**src/inc/ata_host_consts.vh**
```
`ifndef ATA_HOST_CONSTS_VH
`define ATA_HOST_CONSTS_VH
// ---------------------------------------------------------------
// Timing
// ---------------------------------------------------------------
`define CLK_PERIOD_NS 25
`define RESET_HOLD_US 25
// Least time, rounded up
`define RESET_HOLD_CYC \
    ((`RESET_HOLD_US * 1000 + `CLK_PERIOD_NS - 1) / `CLK_PERIOD_NS)
`define STROBE_CYC 2'h3
`define PIO_SETUP_CYC 2
// ---------------------------------------------------------------
// Widths and command codes
// ---------------------------------------------------------------
`define DATA_W 16
`define CMD_PIO_WR 2'h0
`define CMD_PIO_RD 2'h1
`define CMD_UDMA_OUT 2'h2
`define CMD_UDMA_IN 2'h3
`endif

```
**src/logic/ata_host_ctrl.v**
```verilog
`include "ata_host_consts.vh"
module ata_host_ctrl (
    input wire sys_clk_i,
    input wire rst_i,
    // Command port
    input wire cmd_valid_i,
    output wire cmd_ready_o,
    input wire [1:0] cmd_op_i,
    input wire [2:0] cmd_addr_i,
    input wire cmd_cs1_i,
    input wire [15:0] cmd_len_i,
    input wire dev_reset_req_i,
    // Outgoing words (PIO write data and data-out burst)
    input wire wr_valid_i,
    output wire wr_ready_o,
    input wire [15:0] wr_data_i,
    // Incoming words
    output wire rd_valid_o,
    input wire rd_ready_i,
    output wire [15:0] rd_data_o,
    output wire done_o,
    output wire stopped_o,
    // Device pins
    output wire dev_rst_n_o,
    output wire [15:0] dd_o,
    input wire [15:0] dd_i,
    output wire dd_oe_n_o,
    output wire cs0_n_o,
    output wire cs1_n_o,
    output wire [2:0] da_o,
    output wire dmack_n_o,
    input wire dmarq_i,
    output wire diow_stop_o,
    output wire dior_hrdy_hstb_o,
    input wire iordy_drdy_dstb_i
);
    // ---------------------------------------------------------------
    // States
    // ---------------------------------------------------------------
    localparam [2:0] S_IDLE = 3'h0;
    localparam [2:0] S_SETUP = 3'h1;
    localparam [2:0] S_STROBE = 3'h2;
    localparam [2:0] S_RECOVER = 3'h3;
    localparam [2:0] S_DMA_WAIT = 3'h4;
    localparam [2:0] S_OUT = 3'h5;
    localparam [2:0] S_IN = 3'h6;
    localparam [2:0] S_END = 3'h7;

    reg [2:0] state_ff, nxt_state;
    reg [1:0] op_ff, nxt_op;
    reg [2:0] addr_ff, nxt_addr;
    reg cs1_ff, nxt_cs1;
    reg [15:0] len_ff, nxt_len;
    reg [1:0] tcnt_ff, nxt_tcnt;
    reg [15:0] dd_ff, nxt_dd;
    reg oe_n_ff, nxt_oe_n;
    reg wstb_ff, nxt_wstb;
    reg rstb_ff, nxt_rstb;
    reg stop_ff, nxt_stop;
    reg moved_ff, nxt_moved;
    reg dstb_ff;
    reg done_ff, nxt_done;
    reg stopped_ff, nxt_stopped;
    reg buf_push;
    reg [15:0] buf_word;
    reg wr_take;
    wire buf_ready;
    wire rst_busy;
    wire dstb_edge;

    function is_write;
        input [1:0] op;
        begin
            is_write = (op == `CMD_PIO_WR) || (op == `CMD_UDMA_OUT);
        end
    endfunction

    // ---------------------------------------------------------------
    // Submodules
    // ---------------------------------------------------------------
    reset_gen u_reset_gen (
        .sys_clk_i(sys_clk_i),
        .rst_i(rst_i),
        .req_i(dev_reset_req_i),
        .dev_rst_n_o(dev_rst_n_o),
        .busy_o(rst_busy)
    );

    word_buf2 u_rd_buf (
        .sys_clk_i(sys_clk_i),
        .rst_i(rst_i),
        .flush_i(1'b0),
        .in_valid_i(buf_push),
        .in_ready_o(buf_ready),
        .in_data_i(buf_word),
        .out_valid_o(rd_valid_o),
        .out_ready_i(rd_ready_i),
        .out_data_o(rd_data_o)
    );

    // Device strobe toggles carry one word each, both edges count
    assign dstb_edge = iordy_drdy_dstb_i ^ dstb_ff;

    // ---------------------------------------------------------------
    // Sequencer
    // ---------------------------------------------------------------
    always @* begin
        nxt_state = state_ff;
        nxt_op = op_ff;
        nxt_addr = addr_ff;
        nxt_cs1 = cs1_ff;
        nxt_len = len_ff;
        nxt_tcnt = tcnt_ff;
        nxt_dd = dd_ff;
        nxt_oe_n = oe_n_ff;
        nxt_wstb = wstb_ff;
        nxt_rstb = rstb_ff;
        nxt_stop = stop_ff;
        nxt_moved = moved_ff;
        nxt_done = 1'b0;
        nxt_stopped = 1'b0;
        buf_push = 1'b0;
        buf_word = dd_i;
        wr_take = 1'b0;
        case (state_ff)
            S_IDLE: begin
                nxt_wstb = 1'b1;
                nxt_rstb = 1'b1;
                nxt_oe_n = 1'b1;
                if (cmd_valid_i && !rst_busy) begin
                    nxt_op = cmd_op_i;
                    nxt_addr = cmd_addr_i;
                    nxt_cs1 = cmd_cs1_i;
                    nxt_len = cmd_len_i;
                    nxt_tcnt = 2'h0;
                    if (cmd_op_i[1]) begin
                        nxt_state = S_DMA_WAIT;
                    end else begin
                        nxt_state = S_SETUP;
                    end
                end
            end
            S_SETUP: begin
                // Write data must be present before the strobe goes low
                if (op_ff == `CMD_PIO_WR) begin
                    if (wr_valid_i) begin
                        wr_take = 1'b1;
                        nxt_dd = wr_data_i;
                        nxt_oe_n = 1'b0;
                        nxt_state = S_STROBE;
                        nxt_tcnt = 2'h0;
                    end
                end else if (buf_ready) begin
                    nxt_state = S_STROBE;
                    nxt_tcnt = 2'h0;
                end
            end
            S_STROBE: begin
                if (op_ff == `CMD_PIO_WR) begin
                    nxt_wstb = 1'b0;
                end else begin
                    nxt_rstb = 1'b0;
                end
                nxt_tcnt = tcnt_ff + 2'h1;
                if (tcnt_ff == `STROBE_CYC) begin
                    nxt_wstb = 1'b1;
                    nxt_rstb = 1'b1;
                    if (op_ff == `CMD_PIO_RD) begin
                        buf_push = 1'b1;
                    end
                    nxt_state = S_RECOVER;
                end
            end
            S_RECOVER: begin
                nxt_oe_n = 1'b1;
                nxt_done = 1'b1;
                nxt_state = S_IDLE;
            end
            S_DMA_WAIT: begin
                // Write strobe idles high, STOP low, before burst start
                nxt_wstb = 1'b1;
                nxt_stop = 1'b0;
                nxt_moved = 1'b0;
                // Read strobe stays released until the acknowledge goes out
                nxt_rstb = 1'b1;
                if (dmarq_i) begin
                    nxt_oe_n = ~is_write(op_ff);
                    if (is_write(op_ff)) begin
                        nxt_state = S_OUT;
                    end else begin
                        nxt_state = S_IN;
                        nxt_rstb = 1'b0;
                    end
                end
            end
            S_OUT: begin
                // Pause while the device shows not ready or no word
                if (!iordy_drdy_dstb_i && wr_valid_i &&
                    len_ff != 16'h0000 && !stop_ff) begin
                    wr_take = 1'b1;
                    nxt_dd = wr_data_i;
                    nxt_rstb = ~rstb_ff;
                    nxt_len = len_ff - 16'h0001;
                    nxt_moved = 1'b1;
                end
                if (len_ff == 16'h0000 || !dmarq_i) begin
                    nxt_stop = 1'b1;
                    nxt_state = S_END;
                end
            end
            S_IN: begin
                if (dstb_edge && len_ff != 16'h0000) begin
                    buf_push = 1'b1;
                    nxt_len = len_ff - 16'h0001;
                    nxt_moved = 1'b1;
                end
                // Pause as the last entry fills: the pin lags a cycle
                nxt_rstb = ~buf_ready |
                           (buf_push & rd_valid_o & ~rd_ready_i);
                if (len_ff == 16'h0000 || !dmarq_i) begin
                    nxt_stop = 1'b1;
                    nxt_rstb = 1'b1;
                    nxt_state = S_END;
                end
            end
            default: begin
                // Burst ends once the device drops its request
                nxt_oe_n = 1'b1;
                if (!dmarq_i) begin
                    nxt_stop = 1'b0;
                    nxt_rstb = 1'b1;
                    nxt_done = 1'b1;
                    nxt_stopped = moved_ff;
                    nxt_state = S_IDLE;
                end
            end
        endcase
    end

    always @(posedge sys_clk_i or posedge rst_i) begin
        if (rst_i) begin
            state_ff <= S_IDLE;
            op_ff <= 2'h0;
            addr_ff <= 3'h0;
            cs1_ff <= 1'b0;
            len_ff <= 16'h0000;
            tcnt_ff <= 2'h0;
            dd_ff <= 16'h0000;
            oe_n_ff <= 1'b1;
            wstb_ff <= 1'b1;
            rstb_ff <= 1'b1;
            stop_ff <= 1'b0;
            moved_ff <= 1'b0;
            // Idle level of the pin, so no false edge after reset
            dstb_ff <= 1'b1;
            done_ff <= 1'b0;
            stopped_ff <= 1'b0;
        end else begin
            state_ff <= nxt_state;
            op_ff <= nxt_op;
            addr_ff <= nxt_addr;
            cs1_ff <= nxt_cs1;
            len_ff <= nxt_len;
            tcnt_ff <= nxt_tcnt;
            dd_ff <= nxt_dd;
            oe_n_ff <= nxt_oe_n;
            wstb_ff <= nxt_wstb;
            rstb_ff <= nxt_rstb;
            stop_ff <= nxt_stop;
            moved_ff <= nxt_moved;
            dstb_ff <= iordy_drdy_dstb_i;
            done_ff <= nxt_done;
            stopped_ff <= nxt_stopped;
        end
    end

    // ---------------------------------------------------------------
    // Pin outputs
    // ---------------------------------------------------------------
    wire in_dma;
    assign in_dma = (state_ff == S_DMA_WAIT) || (state_ff == S_OUT) ||
                    (state_ff == S_IN) || (state_ff == S_END);
    assign cmd_ready_o = (state_ff == S_IDLE) && !rst_busy;
    assign wr_ready_o = wr_take;
    assign done_o = done_ff;
    assign stopped_o = stopped_ff;
    assign dd_o = dd_ff;
    assign dd_oe_n_o = oe_n_ff;
    // Chip selects idle during bursts; address held from the command
    assign cs0_n_o = in_dma | (state_ff == S_IDLE) | cs1_ff;
    assign cs1_n_o = in_dma | (state_ff == S_IDLE) | ~cs1_ff;
    assign da_o = addr_ff;
    assign dmack_n_o = ~((state_ff == S_OUT) || (state_ff == S_IN) ||
                         (state_ff == S_END));
    // Shared conductor: write strobe until the acknowledge, STOP after
    assign diow_stop_o = dmack_n_o ? wstb_ff : stop_ff;
    assign dior_hrdy_hstb_o = rstb_ff;
endmodule // ata_host_ctrl

```
**src/logic/word_buf2.v**
```verilog
// ---------------------------------------------------------------
// Two-entry buffer, valid/ready on both sides
// ---------------------------------------------------------------
`include "ata_host_consts.vh"
module word_buf2 (
    input wire sys_clk_i,
    input wire rst_i,
    input wire flush_i,
    input wire in_valid_i,
    output wire in_ready_o,
    input wire [15:0] in_data_i,
    output wire out_valid_o,
    input wire out_ready_i,
    output wire [15:0] out_data_o
);
    reg [15:0] mem_ff [0:1];
    reg wp_ff;
    reg rp_ff;
    reg [1:0] cnt_ff;
    wire push;
    wire pop;
    assign in_ready_o = (cnt_ff != 2'h2);
    assign out_valid_o = (cnt_ff != 2'h0);
    assign out_data_o = mem_ff[rp_ff];
    assign push = in_valid_i & in_ready_o;
    assign pop = out_valid_o & out_ready_i;
    always @(posedge sys_clk_i) begin
        if (push) begin
            mem_ff[wp_ff] <= in_data_i;
        end
    end
    always @(posedge sys_clk_i or posedge rst_i) begin
        if (rst_i) begin
            wp_ff <= 1'b0;
            rp_ff <= 1'b0;
            cnt_ff <= 2'h0;
        end else if (flush_i) begin
            wp_ff <= 1'b0;
            rp_ff <= 1'b0;
            cnt_ff <= 2'h0;
        end else begin
            if (push) begin
                wp_ff <= ~wp_ff;
            end
            if (pop) begin
                rp_ff <= ~rp_ff;
            end
            if (push & ~pop) begin
                cnt_ff <= cnt_ff + 2'h1;
            end else if (pop & ~push) begin
                cnt_ff <= cnt_ff - 2'h1;
            end
        end
    end
endmodule // word_buf2

```
**src/logic/reset_gen.v**
```verilog
// ---------------------------------------------------------------
// Power-on reset pulse for the device line
// ---------------------------------------------------------------
`include "ata_host_consts.vh"
module reset_gen #(
    parameter [15:0] HOLD_CYC = `RESET_HOLD_CYC
) (
    input wire sys_clk_i,
    input wire rst_i,
    input wire req_i,
    output wire dev_rst_n_o,
    output wire busy_o
);
    reg [15:0] cnt_ff;
    reg rst_n_ff;
    always @(posedge sys_clk_i or posedge rst_i) begin
        if (rst_i) begin
            cnt_ff <= 16'h0000;
            rst_n_ff <= 1'b0;
        end else if (req_i) begin
            cnt_ff <= 16'h0000;
            rst_n_ff <= 1'b0;
        end else if (!rst_n_ff) begin
            // Low for HOLD_CYC whole cycles after reset release
            if (cnt_ff == HOLD_CYC - 16'h0001) begin
                rst_n_ff <= 1'b1;
            end
            cnt_ff <= cnt_ff + 16'h0001;
        end
    end
    assign dev_rst_n_o = rst_n_ff;
    assign busy_o = ~rst_n_ff;
endmodule // reset_gen

```
**config.mk**
```make
export PLATFORM = sky130hd
export DESIGN_NAME = ata_host_ctrl
export DESIGN_NICKNAME = d
export VERILOG_FILES = /design/src/logic/ata_host_ctrl.v /design/src/logic/word_buf2.v /design/src/logic/reset_gen.v
export VERILOG_INCLUDE_DIRS = /design/src /design/src/inc
export SDC_FILE = /design/constraint.sdc
export NUM_CORES = 1
export LEC_CHECK = 0
export ABC_AREA = 1
export BUFFER_PORTS_ARGS = -buffer_cell sky130_fd_sc_hd__buf_2
export CAP_MARGIN = 20
export CORE_UTILIZATION = 50
export CTS_BUF_LIST = sky130_fd_sc_hd__clkbuf_4
export CTS_CLUSTER_DIAMETER = 100
export DETAILED_ROUTE_END_ITERATION = 10
export PLACE_DENSITY = 0.83
export SETUP_SLACK_MARGIN = 0.2
export SLEW_MARGIN = 10
export SYNTH_ARGS = -nofsm -noshare
export SYNTH_HDL_FRONTEND = slang
export SYNTH_HIERARCHICAL = 1
export SYNTH_SLANG_ARGS = --single-unit
```
**constraint.sdc**
```tcl
create_clock -name sys_clk_i -period 7.4 [get_ports sys_clk_i]
set_input_delay 1.48 -clock sys_clk_i [delete_from_list [all_inputs] [get_ports sys_clk_i]]
set_output_delay 1.48 -clock sys_clk_i [all_outputs]
set_load 0.01 [all_outputs]
```
# After elaboration in Yosys (flattened, before gate mapping)
# Memories as Yosys holds them, arrays and structs flattened.
# Index checks and enable logic that the tools add are counted.
# classes
add_sub_neg	5
multipliers	0
div_mod_pow	0
order_cmp	0
n_eq_ne	28
shift	0
mux	68
n_bitwise	24
n_reduce_logical	44
# ops
operator	count
16-bit two-way mux	8
16-bit case mux with 3 select lines	1
1-bit two-way mux	32
16-bit case mux with 2 select lines	1
3-bit two-way mux	9
4-bit AND reduction	5
2-bit != test (second input constant)	9
3-bit case mux with 6 select lines	1
16-bit by 1-bit adder with 16-bit output (second input constant)	1
16-bit by 10-bit == test with 1-bit output (second input constant)	1
16-bit logical NOT	1
16-bit nonzero test	1
16-bit by 1-bit subtractor with 16-bit output (second input constant)	1
2-bit two-way mux	7
1-bit NOT	13
3-bit == test (second input constant)	4
3-bit != test (second input constant)	4
1-bit case mux with 3 select lines	3
3-bit nonzero test	3
1-bit case mux with 2 select lines	4
2-bit nonzero test	4
1-bit logical OR	7
7-bit by 2-bit != test with 1-bit output (second input constant)	1
7-bit AND reduction	1
25 further kinds	47
# totals
register_bits	72
latch_bits	0
ramBits	32
romBits	0
output_inout_bits	47
memories	1
# mem_list
name	words	word_bits	read_ports	rd_ports_with_merged_regs	wr	line_no	text
u_rd_buf.mem_ff	2	16	1	0	1	word_buf2.v:16	reg [15:0] mem_ff [0:1];

# Logic depth before layout (Yosys ltp)
# Gate-level depths: netlist of run 1.
# logic_depth
ltp_word	10
ltp_mapped	14

# Cells and area by module
# The synthesis of run 1 kept the hierarchy.
# by_module_without_submodules
module	instances	cells_each	area_each_um2	seq_area_each_um2
ata_host_ctrl	1	428	3153.0	1281.2
word_buf2	1	90	1412.6	1061.0
reset_gen	1	138	999.7	425.4

# Worst setup path before layout of run 1
# OpenSTA, ideal clock, no wires.
# synth_timing
path_type	input to output
startpoint	input port iordy_drdy_dstb_i
endpoint	output port wr_ready_o
t_arrival_ps	2225
t_required_ps	5920
path_slack_ps	3695
path_stages	4
n_path_buf	1
path_cell_list	nor3b_2 nand3_2 nand2_4 buf_6
# synth_between
elab_chain_cells	6
# synth_lines
element	line_no	text
start: declaration	ata_host_ctrl.v:35	input wire iordy_drdy_dstb_i
1-bit logical NOT	ata_host_ctrl.v:198	if (!iordy_drdy_dstb_i && wr_valid_i &&
1-bit logical AND (2 in series)	ata_host_ctrl.v:198	
1-bit logical AND	ata_host_ctrl.v:199	len_ff != 16'h0000 && !stop_ff) begin
1-bit two-way mux	ata_host_ctrl.v:198	
1-bit case mux with 2 select lines	ata_host_ctrl.v:125	case (state_ff)
end: declaration	ata_host_ctrl.v:15	output wire wr_ready_o,
# No other way between the ends.

# Worst setup path in the final report of run 1
# Ends and elaborated chain as after synthesis.

==> metrics.yaml, run 1 <==
outcome:
  status: "finished, final reports clean"
routing:
  routedWlPerCell_um: 13.00
  drtIter0Drc: 257
  vias: 4676
  dr.pass1.iters: 6
  drtAntennaViolNets: 0
  vias_per_cell: 5.133
  totalWireLength_um: 11840
  drc: 0
final_layout:
  utilization_pct: 58.65
  syn_to_final_growth_pct: 14.23
  finalNetCount: 830
  drive_gt1_share_pct: 27.53
sta:
  setup_viol: 0
  rsz0062_at_grt: "no"
  min_period_over_period_pct: 57.02
  hold_viol: 0
  tightest_slew_ps: 691.0
  fin_tns_setup_ps: 0
  fmax_mhz: 237.0
  skew_ps: 23.79
  fin_crit_ps: 4219
  slew_viol_final: 0
  maxSlewHeadroom_pct: 53.93
grt:
  grt_pass1_wl_um: 19470
  grt_pass1_vias: 4309
  grt_antenna_before_repair: 1
  grt-ovfl-total: 0
  grt_max_degree: 52
  track_usage_pct: 21.49
setup_path:
  r2r_cells: 8
  cp_slowest_cell: "nand3_2"
  cp.arrival_ps: 2740
  reg2reg_from: "state_ff[2]"
  endpoint_kind: "output port"
  crit_fanout: 17
  critPathRequiredTime_ps: 5920
  slowest_delay_ps: 360
  r2r_slack_ps: 4980
  cp_cell_sequence: "buf_2 > nor3b_2 > nand3_2 > nand2_4 > buf_2"
  cp_common_cell: "buf_2"
  crit_type: "in2out"
  cp-start-kind: "input port"
  rr_endpoint: "u_rd_buf/mem_ff[1][2]"
yosys:
  synth_cells: 656
  ys.flop_type: "dfrtp_1"
  ys_types: 38
  yosys_warnings: 6
  synth_area_um2: 5565
  postSynthAreaPerCell_um2: 8.484
  synth_edf_count: 32
  async_reset_ff_share_pct: 69.23
  seq_area_frac_synth_pct: 49.73
  ys_ff_latch: 104
floorplan:
  start_util_pct: 51.34
  rows: 38
  die_area_um2: 11560
  die_w_um: 107.5
  core_um2: 10840
  dieHeight_um: 107.5
  io-pin-count: 109
cts:
  cts_max_path_buffers: 2
  post-cts-setup-buffers: 0
  cts-buffers-inserted: 9
  h-tree-depth: 3
  clock_latency_ps: 480
  cts_root_buffer: "clkbuf_4"
  cts_tree: "yes"
  clock_sinks: 104
  cts_hold_buf: 0
  clk_pin_slew_ps: 160
  cts_resized: 0
power_and_ir_drop:
  total_leakage_power_nw: 3.232
  power.density_nw_per_um2: 147.1
  irDropWorstVdd_mv: 0.07930
min_path:
  hold_depth: 2
  min_path_type: "reg2reg"
  hold_end: "da_o[2]"
  hp-start: "da_o[2]"
place:
  port_buffers: 108
  globalplace.congestion: 0.8405
  dp_hpwl_um: 8622
job:
  cap_violations: 0
-- power by group --
part           internal (W)  leakage, nW  switching (W)
Clock             0.0000819       0.0798       0.000216
Combinational     0.0000174         1.90      0.0000235
Sequential         0.000595         1.26     0.00000148
Total              0.000694         3.23       0.000241
-- worst max-delay path by stage --
stage                      start         end  slack [ps]  depth (start not counted)
2_1_floorplan  iordy_drdy_dstb_i  wr_ready_o        3700                          4
3_3_place_gp   iordy_drdy_dstb_i  wr_ready_o        3230                          5
3_5_place_dp   iordy_drdy_dstb_i  wr_ready_o        3160                          5
4_1_cts        iordy_drdy_dstb_i  wr_ready_o        3170                          5
5_1_grt        iordy_drdy_dstb_i  wr_ready_o        3040                          5
6_report       iordy_drdy_dstb_i  wr_ready_o        3180                          5
-- layer usage --
metal | vias to the layer above | global-route usage, % | share of wire, %
met3 | 16 | 4.116 | 5.6
met1 | 2183 | 29.30 | 46
li1 | 2351 | - | -
met2 | 126 | 34.94 | 47
met4 | 0 | 6.067 | 1.2
met5 | - | 0 | 0
-- synth_stat cells (7+ instances only) --
library cell,instances,area (um^2)
inv_1,53,198.9
nand2_1,204,765.7
mux2_2,16,180.2
nand2_4,10,112.6
a21oi_1,19,95.09
nor2_2,7,43.79
nand4_1,14,87.58
inv_2,9,33.78
nor2_1,54,202.7
nor2_4,7,78.83
nand3_1,72,360.4
dfrtp_1,68,1702
nand2_2,16,100.1
buf_2,8,40.04
edfxtp_1,32,960.9
o21ai_0,24,120.1
-- registers in the layout, summed over array words and instances (netlist names), 2 cells and up --
name / flops
da_o: 3
dd_o: 16
len_ff: 16
op_ff: 2
state_ff: 3
tcnt_ff: 2
u_rd_buf/cnt_ff: 2
u_rd_buf/mem_ff: 32
u_reset_gen/cnt_ff: 16
-- metrics by stage --
step           total power [W]  cell area (um^2)  hold slack, ps  worst slack (ps)  std cells
4_1_cts              0.0009444              6335           496.1              3169        909
3_3_place_gp         0.0006465              6183           460.6              3230        893
3_5_place_dp         0.0006476              6183           462.4              3159        893
6_report             0.0009353              6357           500.1              3181        911
2_1_floorplan        0.0006241              5573           442.4              3695        658
5_1_grt              0.0009727              6357           510.8              3044        911
-- kinds of logic (layout without fill, tap and decap cells) --
family | after synthesis | after routing | synth area share, %
buffers and inverters | 79 | 191 | 6.655
muxes | 16 | 16 | 3.237
xor gates and xnor gates | 2 | 2 | 0.3148
AOI/OAI and AO/OA | 49 | 49 | 4.924
and+or+nand+nor | 402 | 402 | 34.40
adders and majority gates | 3 | 3 | 0.6745
other | 1 | 4 | 0.06738
DFF | 104 | 104 | 49.73
-- cell type report --
type	count	area (um^2)
Fill cell	1002	4483
Sequential cell	104	2768
Multi-Input combinational cell	475	2435
Timing Repair Buffer	111	575.6
Inverter	64	250.2
Tap cell	140	175.2
Clock inverter	7	83.83
Clock buffer	9	67.56
Antenna cell	1	2.502
-- worst max-delay path, delay by kind of cell --
kind                   cells  cell delay (ps)
and+or+nand+nor            3              950
buffers and inverters      2              290
-- cell usage in the layout (no fill, tap or decap), drive strengths merged, types with 3 or more instances in the layout --
master / n
o21ai: 24
nor3: 5
clkinv: 5
a21oi: 20
conb: 3
clkbuf: 9
inv: 66
nor2: 69
nand4: 14
edfxtp: 32
nand2: 230
or2: 4
nand3: 77
mux2: 16
dfrtp: 68
buf: 111
ha: 3
dfstp: 4
Note: power is estimated with default switching activity, not from simulation.
==> run 2, diff against run 1 <==
- ABC_AREA: 1 -> 0
- PLACE_DENSITY: 0.83 -> 0.87
- clock period: 7.4 -> 3.7 ns (I/O delays scaled with it)
==> run 2 against run 1 <==
Die area is 4.1% lower. Register-to-register slack worse by 4500 ps. Wire length is 1.5% higher. Worst hold slack worse by 320 ps. Sequential share of layout area is 1.8 points higher. Combinational power grew to 35 times the previous value. Power grew to 4.0 times the previous value. Clock skew is 3.8 ps lower. Non-clock buffer count is 1 higher. Critical path depth is 3 higher. Final cell count is 21% lower. Critical endpoint is now u_rd_buf/mem_ff[1][7]. Highest routed layer unchanged.
==> metrics.yaml, run 2 <==
yosys:
  synth_area_leaders: "dfrtp_1 (32%), edfxtp_1 (18%), mux2_1 (2.7%)"
  synth.most_common_cell: "dfrtp_1"
  synth_top_area_share_pct: 31.90  # +1.3 points
  postSynthAreaPerCell_um2: 11.09  # +31%
  synth_area_leader_cell: "dfrtp_1"
  yosys_warnings: 6  # unchanged
  async_reset_ff_share_pct: 69.23  # unchanged
  seq_area_frac_synth_pct: 51.89  # +2.2 points
  ys.flop_type: "dfrtp_1"
  ys_ff_latch: 104  # unchanged
  synth_edf_count: 32  # unchanged
  yosys-top-cells-count: "dfrtp_1 (68), nor2_1 (38), nand2_1 (36)"
  synth_area_um2: 5334  # -4.2%
  ys_types: 84  # +120%
  synth_cells: 481  # -27%
sta:
  min_period_over_period_pct: 87.60
  fin_crit_ps: 3241
  tightest_slew_ps: 827.8  # +136.7 ps
  fmax_mhz: 308.5
  maxSlewHeadroom_pct: 44.39  # -9.5 points
  setup_viol: 0  # unchanged
  fin_tns_setup_ps: 0  # unchanged
  rsz0062_at_grt: "no"
  skew_ps: 20.03  # -3.756 ps
  hold_viol: 0  # unchanged
  slew_viol_final: 0  # unchanged
cts:
  clk_pin_slew_ps: 160  # about the same
  h-tree-depth: 3  # unchanged
  clock_latency_ps: 450  # -30 ps
  cts_hold_buf: 0  # unchanged
  cts_resized: 0  # unchanged
  cts_max_path_buffers: 2  # unchanged
  post-cts-setup-buffers: 0  # unchanged
  cts_tree: "yes"
  clock_sinks: 104  # unchanged
  cts-buffers-inserted: 9  # unchanged
  cts_root_buffer: "clkbuf_4"
job:
  cap_violations: 0  # unchanged
final_layout:
  finalNetCount: 646  # -22%
  nFillCells: 847  # -15%
  drive_gt1_share_pct: 30.38  # +2.8 points
  top_register: "u_rd_buf/mem_ff"
  multiInputGateArea_um2: 2372  # -2.6%
  most-common-layout-cells: "buf_2 (108), dfrtp_1 (68), nor2_1 (38), nand2_1 (36), edfxtp_1 (32)"
  antenna_cells: 0  # -1
  largest_register_ffs: 32  # unchanged
  final_common_cell: "buf_2"
  seqCellArea_um2: 2768  # unchanged
  syn_to_final_growth_pct: 14.50
floorplan:
  die_w_um: 105.3  # -2.1%
  die_area_um2: 11080  # -4.1%
  rows: 37  # -2.6%
  dieHeight_um: 105.3  # -2.1%
  io-pin-count: 109  # unchanged
  start_util_pct: 51.67  # +0.33 points
  core_um2: 10320  # -4.8%
grt:
  grt_pass1_vias: 4012  # -6.9%
  grt_max_degree: 52  # unchanged
  track_usage_pct: 21.79  # +0.30 points
  grt_antenna_before_repair: 0  # -1
  grt-ovfl-total: 0  # unchanged
  grt_pass1_wl_um: 19230  # -1.2%
routing:
  vias_per_cell: 5.910  # +15%
  dr.pass1.iters: 5  # -1
  drc: 0  # unchanged
  vias: 4267  # -8.7%
  drtIter0Drc: 368  # +43%
  routedWlPerCell_um: 16.64  # +28%
  totalWireLength_um: 12020  # +1.5%
  drtAntennaViolNets: 0  # unchanged
power_and_ir_drop:
  power.total_w: 0.003784  # +300%
  power.density_nw_per_um2: 619.6  # +320%
  irDropWorstVdd_mv: 0.3679  # +360%
  total_leakage_power_nw: 2.614  # -19%
place:
  port_buffers: 108  # unchanged
  dp_hpwl_um: 8555  # -0.78%
  globalplace.congestion: 0.8758  # +4.2%
setup_path:
  cp.arrival_ps: 3330  # +590 ps
  cp-start-kind: "register"
  crit_type: "reg2reg"
  cp_slowest_cell: "and3_1"
  crit_fanout: 16  # -1
  cp_common_cell: "nor3_1"
  slowest_delay_ps: 760  # +400 ps
  path_buf_inv: 1  # -1
  endpoint_kind: "register"
  crit_start: "len_ff[0]"
  reg2reg_from: "len_ff[0]"
  cp_cell_sequence: "inv_1 > ha_1 > nor4b_4 > and4_1 > nor3_1 > a31oi_1 > nor3_1 > and3_1"
  critPathRequiredTime_ps: 3780  # -2140 ps
  cp_top_family: "simple AND/OR/NAND/NOR gates"
outcome:
  status: "finished, final reports clean"
min_path:
  min_path_type: "in2async"
-- run 2: changes by cell type after synthesis, moves of 9 or more --
cell | before | now
clkbuf_1 | 0 | 13
a31oi_1 | 0 | 14
inv_1 | 53 | 16
nand2_1 | 204 | 36
mux2_1 | 0 | 13
nor3_1 | 5 | 17
nand3_1 | 72 | 10
mux2_4 | 0 | 9
nand2_2 | 16 | 0
nor2_1 | 54 | 38
nor4_1 | 0 | 9
nand2_4 | 10 | 0
-- run 2: worst paths after layout --
path | endpoint | slack (ps) | cells past startpoint
max in group asynchronous | dstb_ff | 2660 | 3
hold / removal | u_rd_buf/cnt_ff[1] | 180 | 2
min in group sys_clk_i | dstb_ff | 430 | 1
setup reg to reg | u_rd_buf/mem_ff[1][7] | 460 | 8
hold reg to reg | da_o[1] | 500 | 2
setup / recovery | u_rd_buf/mem_ff[1][7] | 460 | 8
-- run 2: final cells by class --
cell class | count | share of cell area (%)
inverters | 17 | 1.045
multi-input cells | 337 | 38.84
repair buffers | 112 | 9.670
flip-flops and latches | 104 | 45.32
well taps | 136 | 2.786
clock buffers | 10 | 1.229
clock inverters | 6 | 1.106
-- run 2: where the power goes --
part,switching (W),leakage [nW],internal (W)
registers,0.000294,1.21,0.00145
logic,0.000815,1.33,0.000629
clock network,0.000377,0.0750,0.000218
total,0.00149,2.61,0.00230
-- run 2: per-stage QoR --
stage | util (%) | std cells | hold WS (ps) | instance area (um^2) | setup slack, ps
6_report | 59.16 | 722 | 179.7 | 6107 | 458.8
5_1_grt | 59.16 | 722 | 159.4 | 6107 | 280.1
4_1_cts | 58.89 | 721 | 163.7 | 6080 | 507.5
3_5_place_dp | 57.51 | 705 | 471.1 | 5937 | 533.3
3_3_place_gp | 57.51 | 705 | 455.9 | 5937 | 742.4
2_1_floorplan | - | 484 | 461.4 | 5345 | 986.7
-- run 2: cells by family (layout without fill, tap and decap cells) --
family	count (synthesis)	count (layout)	synth area share [%]
other cells	1	4	0.07031
flops	104	104	51.89
compound gates	115	115	15.44
buf+inv	43	145	3.847
fa+ha+maj	3	3	0.7038
simple gates	167	167	17.87
xor+xnor	11	11	1.806
mux	37	37	8.374
-- run 2: layer usage --
metal	vias to the layer above	track usage (%)	routed length [um]
li1	1988	-	-
met1	2084	27.85	5108
met2	170	36.42	5935
met3	25	4.205	742
met4	0	8.853	229
met5	-	0	0
-- run 2: worst reg2reg max path, delay by kind of cell, from the launching register on --
| family | cells | cell delay [ps] |
|---|---|---|
| buf+inv | 1 | 80 |
| compound gates | 1 | 60 |
| fa+ha+maj | 1 | 240 |
| simple gates | 5 | 2070 |
| flops | 1 | 440 |
